[src/pkg/ocp_pkg.sv]
// constants and types for the optional configuration pin control block
package ocp_pkg;
	typedef enum logic [3:0] {
		OCP_ST_RESET = 4'h1,
		OCP_ST_FRAME = 4'h2,
		OCP_ST_INIT  = 4'h4,
		OCP_ST_USER  = 4'h8
	} ocp_state_t;

	// register map, byte addresses
	localparam logic [3:0] OCP_ADR_CTRL   = 4'h0;
	localparam logic [3:0] OCP_ADR_STATUS = 4'h4;
	localparam logic [3:0] OCP_ADR_INITC  = 4'h8;

	// control field positions
	localparam int OCP_CTL_USER_STARTUP_CLOCK_EN = 0;
	localparam int OCP_CTL_DONE_EN   = 1;
	localparam int OCP_CTL_CALGATE   = 2;
	localparam int OCP_CTL_OE_EN     = 3;
	localparam int OCP_CTL_CLR_EN    = 4;
	localparam int OCP_CTL_FRAME     = 5;
	localparam int OCP_CTL_W         = 6;
	localparam logic [OCP_CTL_W-1:0] OCP_CTL_RST = 6'h00;

	// timing
	localparam int OCP_CLK_HZ       = 40_000_000;
	localparam int OCP_RESTART_NS   = 500;
	localparam int OCP_RESTART_CYC  =
		(OCP_RESTART_NS * (OCP_CLK_HZ / 1_000_000) + 999) / 1000;
	localparam logic [15:0] OCP_INIT_CYC_DEF = 16'h0020;
endpackage

[src/hdl/ocp_top.sv]
// optional configuration pin control with wishbone register access
//
// Decided for this implementation: the register addresses and the Wishbone register port.
module ocp_top #(
	parameter int IO_W = 8
) (
	input  wire logic            clk_i,
	input  wire logic            rst_i,
	input  wire logic            ce_i,
	input  wire logic            config_restart_n_i,
	input  wire logic            user_startup_clock_i,
	input  wire logic            termination_cal_complete_i,
	input  wire logic            global_output_enable_i,
	input  wire logic            global_register_clear_n_i,
	input  wire logic [IO_W-1:0] user_io_oe_i,
	output logic [IO_W-1:0]      user_io_oe_o,
	output logic                 user_reg_clear_o,
	output logic                 init_done_o,
	output logic                 init_done_oe_o,
	output logic                 opt_pin_pullup_o,
	output logic                 user_mode_o,
	input  wire logic [3:0]      wb_adr_i,
	input  wire logic [31:0]     wb_dat_i,
	output logic [31:0]          wb_dat_o,
	input  wire logic            wb_we_i,
	input  wire logic [3:0]      wb_sel_i,
	input  wire logic            wb_cyc_i,
	input  wire logic            wb_stb_i,
	output logic                 wb_ack_o
);
	logic [ocp_pkg::OCP_CTL_W-1:0] ctl_r, ctl_nxt;
	logic [15:0]                   initc_r, initc_nxt;
	logic [15:0]                   cnt_r, cnt_nxt;
	ocp_pkg::ocp_state_t           st_r, st_nxt;
	logic                          ack_r, ack_nxt;
	logic [31:0]                   dat_r, dat_nxt;
	logic [IO_W-1:0]               oe_r, oe_nxt;
	logic                          clr_r, clr_nxt;
	logic                          odrv_r, odrv_nxt;
	logic                          pu_r, pu_nxt;
	logic                          um_r, um_nxt;
	logic                          usr_rise;
	logic                          tick;
	logic                          cal_ok;
	logic                          wr;

	function automatic logic sel_hit(input logic [3:0] a, input logic [3:0] t);
		return a == t;
	endfunction

	ocp_edge u_edge (
		.clk_i  (clk_i),
		.rst_i  (rst_i),
		.ce_i   (ce_i),
		.d_i    (user_startup_clock_i),
		.rise_o (usr_rise)
	);

	// start-up clock source
	assign tick = ctl_r[ocp_pkg::OCP_CTL_USER_STARTUP_CLOCK_EN] ? usr_rise : 1'b1;
	assign cal_ok = ~ctl_r[ocp_pkg::OCP_CTL_CALGATE] | termination_cal_complete_i;
	assign wr = wb_cyc_i & wb_stb_i & wb_we_i & ~ack_r & wb_sel_i[0];

	// register bus
	always_comb begin
		ctl_nxt   = ctl_r;
		initc_nxt = initc_r;
		ack_nxt   = wb_cyc_i & wb_stb_i & ~ack_r;
		dat_nxt   = dat_r;
		if (wr && sel_hit(wb_adr_i, ocp_pkg::OCP_ADR_CTRL)) begin
			ctl_nxt = wb_dat_i[ocp_pkg::OCP_CTL_W-1:0];
		end
		if (wr && sel_hit(wb_adr_i, ocp_pkg::OCP_ADR_INITC)) begin
			initc_nxt = wb_dat_i[15:0];
		end
		if (ack_nxt && !wb_we_i) begin
			if (sel_hit(wb_adr_i, ocp_pkg::OCP_ADR_CTRL)) begin
				dat_nxt = {{(32-ocp_pkg::OCP_CTL_W){1'b0}}, ctl_r};
			end else if (sel_hit(wb_adr_i, ocp_pkg::OCP_ADR_STATUS)) begin
				dat_nxt = {24'h000000, st_r, odrv_r, um_r, clr_r, termination_cal_complete_i};
			end else if (sel_hit(wb_adr_i, ocp_pkg::OCP_ADR_INITC)) begin
				dat_nxt = {16'h0000, initc_r};
			end else begin
				dat_nxt = 32'h00000000;
			end
		end
		if (ctl_r[ocp_pkg::OCP_CTL_FRAME] && st_r != ocp_pkg::OCP_ST_RESET) begin
			ctl_nxt[ocp_pkg::OCP_CTL_FRAME] = 1'b0;
		end
	end

	always_ff @(posedge clk_i) begin
		if (rst_i) begin
			ctl_r   <= ocp_pkg::OCP_CTL_RST;
			initc_r <= ocp_pkg::OCP_INIT_CYC_DEF;
			ack_r   <= 1'b0;
			dat_r   <= 32'h00000000;
		end else if (ce_i) begin
			ctl_r   <= ctl_nxt;
			initc_r <= initc_nxt;
			ack_r   <= ack_nxt;
			dat_r   <= dat_nxt;
		end
	end

	// configuration sequence
	always_comb begin
		st_nxt  = st_r;
		cnt_nxt = cnt_r;
		case (st_r)
			ocp_pkg::OCP_ST_RESET: begin
				if (ctl_r[ocp_pkg::OCP_CTL_FRAME]) begin
					st_nxt = ocp_pkg::OCP_ST_FRAME;
				end
			end
			ocp_pkg::OCP_ST_FRAME: begin
				st_nxt  = ocp_pkg::OCP_ST_INIT;
				cnt_nxt = initc_r;
			end
			ocp_pkg::OCP_ST_INIT: begin
				if (tick && cnt_r != 16'h0000) begin
					cnt_nxt = cnt_r - 16'h0001;
				end
				if (cnt_r == 16'h0000 && cal_ok) begin
					st_nxt = ocp_pkg::OCP_ST_USER;
				end
			end
			ocp_pkg::OCP_ST_USER: begin
				st_nxt = ocp_pkg::OCP_ST_USER;
			end
			default: begin
				st_nxt = ocp_pkg::OCP_ST_RESET;
			end
		endcase
		if (!config_restart_n_i) begin
			st_nxt  = ocp_pkg::OCP_ST_RESET;
			cnt_nxt = 16'h0000;
		end
	end

	always_ff @(posedge clk_i) begin
		if (rst_i) begin
			st_r  <= ocp_pkg::OCP_ST_RESET;
			cnt_r <= 16'h0000;
		end else if (ce_i) begin
			st_r  <= st_nxt;
			cnt_r <= cnt_nxt;
		end
	end

	// pin outputs
	always_comb begin
		um_nxt   = st_nxt == ocp_pkg::OCP_ST_USER;
		odrv_nxt = ctl_r[ocp_pkg::OCP_CTL_DONE_EN] &&
			(st_nxt == ocp_pkg::OCP_ST_FRAME || st_nxt == ocp_pkg::OCP_ST_INIT);
		pu_nxt   = ~um_nxt;
		oe_nxt   = um_nxt ? user_io_oe_i : {IO_W{1'b0}};
		if (ctl_r[ocp_pkg::OCP_CTL_OE_EN] && !global_output_enable_i) begin
			oe_nxt = {IO_W{1'b0}};
		end
		clr_nxt  = ctl_r[ocp_pkg::OCP_CTL_CLR_EN] & ~global_register_clear_n_i;
	end

	always_ff @(posedge clk_i) begin
		if (rst_i) begin
			um_r   <= 1'b0;
			odrv_r <= 1'b0;
			pu_r   <= 1'b1;
			oe_r   <= {IO_W{1'b0}};
			clr_r  <= 1'b0;
		end else if (ce_i) begin
			um_r   <= um_nxt;
			odrv_r <= odrv_nxt;
			pu_r   <= pu_nxt;
			oe_r   <= oe_nxt;
			clr_r  <= clr_nxt;
		end
	end

	assign user_io_oe_o     = oe_r;
	assign user_reg_clear_o = clr_r;
	assign init_done_o      = 1'b0;
	assign init_done_oe_o   = odrv_r;
	assign opt_pin_pullup_o = pu_r;
	assign user_mode_o      = um_r;
	assign wb_dat_o         = dat_r;
	assign wb_ack_o         = ack_r;
endmodule

[src/hdl/ocp_edge.sv]
// rising edge detector for a sampled start-up clock input
module ocp_edge (
	input  wire logic clk_i,
	input  wire logic rst_i,
	input  wire logic ce_i,
	input  wire logic d_i,
	output logic      rise_o
);
	logic d_r;
	logic d_nxt;

	always_comb begin
		d_nxt = ce_i ? d_i : d_r;
	end

	always_ff @(posedge clk_i) begin
		if (rst_i) begin
			d_r <= 1'b0;
		end else begin
			d_r <= d_nxt;
		end
	end

	assign rise_o = ce_i & d_i & ~d_r;
endmodule

[config.mk]
export PLATFORM = sky130hd
export DESIGN_NAME = ocp_top
export DESIGN_NICKNAME = d
export VERILOG_FILES = /design/src/pkg/ocp_pkg.sv /design/src/hdl/ocp_top.sv /design/src/hdl/ocp_edge.sv
export SDC_FILE = /design/constraint.sdc
export NUM_CORES = 1
export LEC_CHECK = 0
export BUFFER_PORTS_ARGS = -buffer_cell sky130_fd_sc_hd__clkbuf_2
export CORE_ASPECT_RATIO = 1.1
export CORE_MARGIN = 8
export CORE_UTILIZATION = 55
export DETAILED_ROUTE_END_ITERATION = 8
export PLACE_DENSITY_LB_ADDON = 0.15
export SKIP_CTS_REPAIR_TIMING = 1
export SYNTH_ARGS = -nofsm -noshare
export SYNTH_HDL_FRONTEND = slang
export SYNTH_SLANG_ARGS = --single-unit
[constraint.sdc]
create_clock -name clk_i -period 6.94 [get_ports clk_i]
set_clock_uncertainty 0.15 [all_clocks]
set_input_delay 0.347 -clock clk_i [delete_from_list [all_inputs] [get_ports clk_i]]
set_output_delay 0.347 -clock clk_i [all_outputs]
set_load 0.02 [all_outputs]
==> Word-level counts from Yosys, hierarchy flattened <==
Cells that the tools add are included.
{ "classes": {"n_addsub": 1, "eq_ne": 12, "n_mux": 15, "bitwise": 14, "n_reduce_logical": 20} }
{ "op_table": {"columns": ["op", "n"], "rows": [
  ["two-way mux 16 bit", 5],
  ["one-hot mux 16 bit (2 select lines)", 1],
  ["zero test 16 bit", 1],
  ["two-way mux 8 bit", 2],
  ["one-hot mux 4 bit (4 select lines)", 1],
  ["nonzero test 16 bit", 1],
  ["subtractor 16 x 1 -> 16 bit (second input constant)", 1],
  ["equality test 4 x 3 -> 1 bit (second input constant)", 3],
  ["equality test 4 bit (second input constant)", 3],
  ["two-way mux 4 bit", 3],
  ["bitwise AND 1 bit", 8],
  ["equality test 4 x 2 -> 1 bit (second input constant)", 2],
  ["logical AND 1 bit", 8],
  ["AND reduction 2 bit", 4],
  ["two-way mux 6 bit", 1],
  ["NOT 1 bit", 5],
  ["equality test 4 x 1 -> 1 bit (second input constant)", 1],
  ["zero test 4 bit", 1],
  ["inequality test 4 x 1 -> 1 bit (second input constant)", 1],
  ["inequality test 3 x 1 -> 1 bit (second input constant)", 1],
  ["inequality test 3 bit (second input constant)", 1],
  ["AND reduction 3 bit", 1],
  ["zero test 1 bit", 2],
  ["two-way mux 1 bit", 2],
  ["3 further kinds", 3]
]} }
{ "word_totals": {"register_bits": 88, "output_inout_bits": 46, "wordCells": 75} }

==> Depth between registers and ports, before layout <==
Gate-level depths: netlist of run 1.
{ "depth": {"depth_word": 9, "depth_mapped": 8} }

==> Cells and area by module <==
From an unflattened synthesis of run 1, not the netlist that was laid out.
{ "hier_totals": {"hier_cells": 432, "area_unflattened_um2": 3538.4} }
{ "modules_own_cells": {"columns": ["module", "n_inst", "cells_each", "area_per_inst_um2", "seq_area_each_um2"], "rows": [
  ["ocp_top", 1, 427, 3495.9, 1421.4],
  ["ocp_edge", 1, 5, 42.5, 20.0]
]} }

==> Worst setup path before layout of run 1 <==
No wires, ideal clock.
{ "synth_path": {"kind": "reg2reg", "startpoint": "register cnt_r[0]", "endpoint": "register oe_r[1] (netlist: user_io_oe_o[1])", "arrival_ns": 2.115, "required_ns": 6.729, "path_slack_ns": 4.614, "stages_incl_launch_ff": 9, "path_buffers": 1, "period_less_slack_ns": 2.326, "cell_sequence": "dfxtp_1 > inv_1 > ha_1 > nor4b_1 > nand2_1 > or4_4 > a2111oi_4 > buf_6 > a32o_1"} }
{ "synth_between": {"elab_chain_cells": 8} }
{ "synth_lines": {"columns": ["element", "line_no", "rtl"], "rows": [
  ["start: declaration", "ocp_top.sv:33", "logic [15:0] cnt_r, cnt_nxt;"],
  ["start signal: assignment", "ocp_top.sv:147", "cnt_r <= cnt_nxt;"],
  ["zero test 16 bit", "ocp_top.sv:124", "if (cnt_r == 16'h0000 && cal_ok) begin"],
  ["logical AND 1 bit", "ocp_top.sv:124", null],
  ["two-way mux 4 bit", "ocp_top.sv:124", null],
  ["one-hot mux 4 bit (4 select lines)", "ocp_top.sv:110", "case (st_r)"],
  ["two-way mux 4 bit", "ocp_top.sv:135", "if (!config_restart_n_i) begin"],
  ["equality test 4 bit", "ocp_top.sv:153", "um_nxt = st_nxt == ocp_pkg::OCP_ST_USER;"],
  ["two-way mux 8 bit", "ocp_top.sv:157", "oe_nxt = um_nxt ? user_io_oe_i : {IO_W{1'b0}};"],
  ["two-way mux 8 bit", "ocp_top.sv:158", "if (ctl_r[ocp_pkg::OCP_CTL_OE_EN] && !global_output_enable_i) begin"],
  ["end signal: assignment", "ocp_top.sv:169", "oe_r <= {IO_W{1'b0}};"],
  ["end signal: assignment", "ocp_top.sv:175", "oe_r <= oe_nxt;"],
  ["end: declaration", "ocp_top.sv:37", "logic [IO_W-1:0] oe_r, oe_nxt;"]
]} }
No other way between the ends.
A chain may end at the register's enable or synchronous reset.

==> Final worst setup path of run 1 <==
{ "layout_path": {"startpoint": "register cnt_r[0]", "endpoint": "register oe_r[0] (netlist: user_io_oe_o[0])"} }
The elaborated chain is that of the path after synthesis.

==> results.yml, run 1 <==
run_status:
  status: "completed"
floorplan:
  ioPinCount: 105
  start_util: 0.5723
  dieHeight_um: 100.2
  fp.dieW_um: 92.55
  core_um2: 6193
  dieArea_um2: 9273
  row_count: 30
job:
  maxCapViolCount: 0
setup_path:
  critPathKind: "reg2reg"
  worstPathRequired_ns: 7.08
  critPathMaxFanout: 11
  cp-end-kind: "flop"
  crit_buf_inv: 1
  critPathSlowestCell: "a2111oi_4"
  start_kind: "flop"
  worst_path_largest_cell_delay_ns: 0.67
  worstPathCellList: "inv_1 -> ha_1 -> nor4b_1 -> nand2_1 -> or4_4 -> a2111oi_4 -> a32o_1"
  cp_top_family: "simple AND/OR/NAND/NOR gates"
  arrival_ns: 2.96
pwr:
  power_frac_seq: 0.509
  internal_power_uw: 612.6
  clockPowerShare: 0.406
  p_leak_uw: 0.001551
  switching_share: 0.2534
  p_switching_uw: 207.9
  p_per_area_nw_per_um2: 204.3
  combPwrFrac: 0.085
  irDropWorstVdd_v: 0.0001495
synthesis:
  ys_ff_latch: 72
  syn_area_um2: 3545
  synth_area_per_cell_um2: 8.624
  ys_warn_count: 0
  synth_seq_area_share: 0.4066
  async_reset_ff_frac: 0
  synthCells: 411
  synth_edf_count: 0
  synth_ff_type: "dfxtp_1"
  ys_types: 59
global_route:
  met3_usage: 0.04705
  grt_first_pass_wirelength_um: 14840
  grt_use_met2: 0.3243
  antenna_found_initial: 0
  first_global_vias: 3158
  grt_util_met1: 0.2321
  grt.overflow.total: 0
  grt.busiest_layer: "met2"
  grt_max_degree: 64
  grt_usage: 0.1961
final_layout:
  antennaDiodeCount: 0
  final_nets: 524
  layout_commonest_cell: "dfxtp_1"
  layout.cells.non_filler: 547
  utilization: 0.6485
  final_cell_mix: "dfxtp_1 (72), clkbuf_2 (68), nor2_1 (41), a21oi_1 (36), nand2_1 (30)"
  drive_gt1_frac: 0.2141
  n_fill_cell: 569
  syn_to_final_growth_pct: 13.31
sta:
  tns_ns: 0
  hold_ws_ns: 0.08279
  fin_crit_sh: 0.4059
  max-slew-margin-rel: 0.2808
  rsz0062_at_grt: "no"
  finalSetupViolations: 0
  period_needed_ns: 2.817
  final_hold_viol_count: 0
  drv_slew: 0
  tightestPinTransition_ns: 1.078
  worst_slack_ns: 4.123
  fmax_ghz: 0.3550
clocking:
  cts_tree: "built"
  clkSinkCount: 72
  cts_root_buf: "clkbuf_8"
  clk_pin_slew_worst_paths_ns: 0.07
  numCtsBuffers: 9
  cts_htree_levels: 3
  cts_buffer_depth: 2
  insertion_delay_ns: 0.35
detailed_routing:
  viasPerCell: 5.821
  vias: 3184
  drc: 0
  wirelength_um: 9118
  routedWlPerCell_um: 16.67
  dr.pass1.iters: 4
  drtIter0Drc: 203
  final_antenna_net_count: 0
place:
  dpl.hpwl_um: 6456
  dp_slack_ns: 4.138
  place_inst: 532
  portBuffers: 68
  place_congestion: 0.8461
worst_hold_path:
  hp-class: "in2reg"
==> per-layer routing <==
metal | vias up | wire length, um
li1 | 1544 | -
met1 | 1528 | 3965
met2 | 95 | 4433
met3 | 17 | 493
met4 | 0 | 226
met5 | - | 0
==> sequential cells by signal, indices dropped and copies added, names as in the netlist <==
signal and count:
wb_ack_o 1, st_r 4, ctl_r 6, user_mode_o 1
user_reg_clear_o 1, wb_dat_o 16, user_io_oe_o 8, opt_pin_pullup_o 1
init_done_oe_o 1, initc_r 16, u_edge.d_r 1, cnt_r 16
==> power by group through the flow <==
stage	registers [uW]	clock network, uW	logic [uW]
2_1_floorplan	427	0	53.4
3_3_place_gp	427	0	67.6
3_5_place_dp	427	0	68.7
4_1_cts	417	337	69.1
5_1_grt	418	354	76.1
6_report	418	333	70.0
==> synth_stat cells, types with 2 or more instances <==
cell,instances,area [um^2]
o211ai_1,8,60.06
a22o_1,9,78.83
nand2_1,30,112.6
nand3b_1,6,45.04
nor3_1,8,40.04
or4b_2,2,20.02
a21oi_1,36,180.2
nand2b_1,14,87.58
o31a_1,2,17.52
buf_2,3,15.01
o32ai_1,4,35.03
a211o_1,2,17.52
xor2_1,2,17.52
nor4_1,3,18.77
o2111ai_1,2,17.52
ha_1,2,25.02
or2_2,3,18.77
a32oi_1,2,17.52
nand3_1,17,85.08
inv_1,11,41.29
mux2i_1,24,240.2
a31oi_1,2,12.51
nor2b_1,4,25.02
dfxtp_1,72,1441
xnor2_1,2,17.52
o21bai_1,2,15.01
nor2_1,42,157.7
nor4b_1,3,26.28
nor4b_2,2,30.03
nand4b_1,2,17.52
a32o_1,9,90.09
a21o_1,2,15.01
o21ai_0,13,65.06
clkbuf_1,24,90.09
a311oi_1,2,17.52
buf_4,17,127.6
==> metrics by stage <==
stage          instance area (um^2)  total power (uW)
2_1_floorplan                  3605             480.5
3_3_place_gp                   3822             494.6
3_5_place_dp                   3822             496.0
4_1_cts                        4016             823.5
5_1_grt                        4016             848.1
6_report                       4016             820.4
==> final timing paths <==
path,from,slack (ns),cells after the start,to
worst min-delay path,user_io_oe_i[1],0.08,2,user_io_oe_o[1]
worst max-delay path,cnt_r[0],4.12,7,user_io_oe_o[0]
worst max register to register,cnt_r[0],4.12,7,user_io_oe_o[0]
worst min register to register,wb_dat_o[6],0.30,2,wb_dat_o[6]
==> layout make-up <==
class                           instances  area, um^2  share of cell area
Clock buffer                           10       137.6             0.03427
Clock inverter                          5       56.30             0.01402
Inverter                               11       41.29             0.01028
Multi-Input combinational cell        298        1877              0.4673
Sequential cell                        72        1441              0.3589
Tap cell                               80       100.1             0.02492
Timing Repair Buffer                   71       362.8             0.09034
==> kinds of logic (layout without fill, tap and decap cells) <==
group                    after synthesis  after routing  synth area share
AND/OR/NAND/NOR                      149            149            0.2242
AO/OA/AOI/OAI                        102            102            0.2019
flip-flops                            72             72            0.4066
buffers and inverters                 57             97           0.08154
multiplexers                          24             24           0.06777
XOR/XNOR                               4              4          0.009885
adder cells (fa/ha/maj)                2              2          0.007059
other                                  1             17          0.001058
No activity file was read; power rests on OpenSTA's default activity.
==> inputs of run 2 (changes only) <==
--- a/config.mk
+++ b/config.mk
@@ -8,7 +8,7 @@
 export BUFFER_PORTS_ARGS = -buffer_cell sky130_fd_sc_hd__clkbuf_2
 export CORE_ASPECT_RATIO = 1.1
 export CORE_MARGIN = 8
-export CORE_UTILIZATION = 55
+export CORE_UTILIZATION = 52
 export DETAILED_ROUTE_END_ITERATION = 8
 export PLACE_DENSITY_LB_ADDON = 0.15
 export SKIP_CTS_REPAIR_TIMING = 1
==> constraint.sdc (replaced) <==
create_clock -name clk_i -period 2.8 [get_ports clk_i]
set_clock_uncertainty 0.15 [all_clocks]
set_input_delay 0.14 -clock clk_i [delete_from_list [all_inputs] [get_ports clk_i]]
set_output_delay 0.14 -clock clk_i [all_outputs]
set_load 0.02 [all_outputs]
==> run 2 against run 1 <==
Non-clock buffer count rose by 38. Fmax rose by 4.1%. Worst setup slack got worse by 4.0 ns. Sequential share of layout area fell by 3.3 points. Sequential power rose by 150%. Clock power rose to 2.9 times the previous value. Wire length rose by 5.9%. Count of clock-buffer cells in the layout did not move. Sequential cell count did not move. Via count rose by 3.4%. Critical endpoint is now user_io_oe_o[1]. Highest routed layer unchanged.
==> results.yml, run 2 (synthesis gave the netlist of run 1 again) <==
run_status:
  status: "completed"
sta:
  tns_ns: 0
  final_hold_viol_count: 0
  worst_slack_ns: 0.09475
  fin_crit_sh: 0.9662
  tightestPinTransition_ns: 0.7871
  hold_ws_ns: 0.01749
  rsz0062_at_grt: "no"
  finalSetupViolations: 0
  fmax_ghz: 0.3697
  drv_slew: 0
  max-slew-margin-rel: 0.4737
  period_needed_ns: 2.705
detailed_routing:
  wirelength_um: 9657
  drc: 0
  final_antenna_net_count: 0
  routedWlPerCell_um: 16.45
  vias: 3293
  viasPerCell: 5.610
  drtIter0Drc: 167
  dr.pass1.iters: 5
clocking:
  cts_buffer_depth: 2
  numCtsBuffers: 9
  cts_root_buf: "clkbuf_8"
  cts_tree: "built"
  clkSinkCount: 72
  cts_htree_levels: 3
  insertion_delay_ns: 0.34
  clk_pin_slew_worst_paths_ns: 0.08
final_layout:
  utilization: 0.6698
  final_nets: 562
  antennaDiodeCount: 0
  drive_gt1_frac: 0.2218
  layout_commonest_cell: "dfxtp_1"
  final_cell_mix: "dfxtp_1 (72), clkbuf_2 (68), nor2_1 (41), a21oi_1 (36), nand2_1 (30)"
  syn_to_final_growth_pct: 24.60
global_route:
  grt_usage: 0.1952
  grt_first_pass_wirelength_um: 15220
  antenna_found_initial: 0
  first_global_vias: 3201
  grt_max_degree: 63
  grt.overflow.total: 0
floorplan:
  fp.dieW_um: 94.72
  start_util: 0.5376
  dieArea_um2: 9717
  core_um2: 6594
  ioPinCount: 105
  row_count: 31
  dieHeight_um: 102.6
pwr:
  switching_share: 0.2329
  p_per_area_nw_per_um2: 503.7
  internal_power_uw: 1707
  fin_total_pwr_uw: 2225
  power_frac_seq: 0.465
  p_switching_uw: 518.0
  p_leak_uw: 0.001735
  combPwrFrac: 0.096
  irDropWorstVdd_v: 0.0003427
  clockPowerShare: 0.439
setup_path:
  worstPathRequired_ns: 2.93
  arrival_ns: 2.84
  critPathKind: "reg2reg"
  cp-end-kind: "flop"
  start_kind: "flop"
  critPathMaxFanout: 11
place:
  dpl.hpwl_um: 6618
  dp_slack_ns: 0.1870
  portBuffers: 68
  place_congestion: 0.8493
worst_hold_path:
  hp-class: "in2reg"
job:
  maxCapViolCount: 0
[run 2: cell types whose count changed in the layout (fill, tap and decap cells not counted), moves of 2 or more]
cell	change
bufinv_16	+2
buf_4	+12
clkinv_2	-2
dlygate4sd3_1	+26
[run 2: final cells by class]
type                    count  area, um^2
multi-input cells         298        1884
inverters                  11       41.29
well taps                  82       102.6
flip-flops and latches     72        1441
clock inverters             5       106.4
fillers                   577        2177
repair buffers            109       713.2
clock buffers              10       127.6
[run 2: final timing paths]
kind	startpoint	to	slack, ns	cells after the start
min reg2reg	wb_dat_o[1]	wb_dat_o[1]	0.30	2
min	wb_stb_i	wb_ack_o	0.02	3
max	cnt_r[0]	user_io_oe_o[1]	0.09	8
max reg2reg	cnt_r[0]	user_io_oe_o[1]	0.09	8
[run 2: power by group through the flow]
stage / Combinational [uW] / Clock [uW] / Sequential [uW]
3_5_place_dp: 179 / 0 / 1060
5_1_grt: 231 / 1030 / 1040
2_1_floorplan: 132 / 0 / 1060
3_3_place_gp: 177 / 0 / 1060
4_1_cts: 180 / 988 / 1030
6_report: 212 / 977 / 1030
[run 2: stage by stage]
| step | std cells | area (um^2) |
|---|---|---|
| 6_report | 587 | 4417 |
| 3_5_place_dp | 546 | 3915 |
| 2_1_floorplan | 427 | 3605 |
| 4_1_cts | 561 | 4149 |
| 5_1_grt | 587 | 4417 |
| 3_3_place_gp | 546 | 3915 |
[run 2: critical path, stage by stage, from the launching register on]
cell	delay, ns
dfxtp_1	0.34
inv_1	0.11
ha_1	0.17
nor4b_1	0.43
nand2_1	0.17
or4_4	0.53
a2111oi_4	0.34
buf_4	0.23
a32o_1	0.17
[run 2: per-layer routing]
layer / vias to the layer above / track usage / share of wire
met5: - / 0 / 0
met4: 0 / 0.07212 / 0.017
met3: 17 / 0.04224 / 0.074
met2: 114 / 0.3228 / 0.49
met1: 1540 / 0.2426 / 0.41
li1: 1622 / - / -
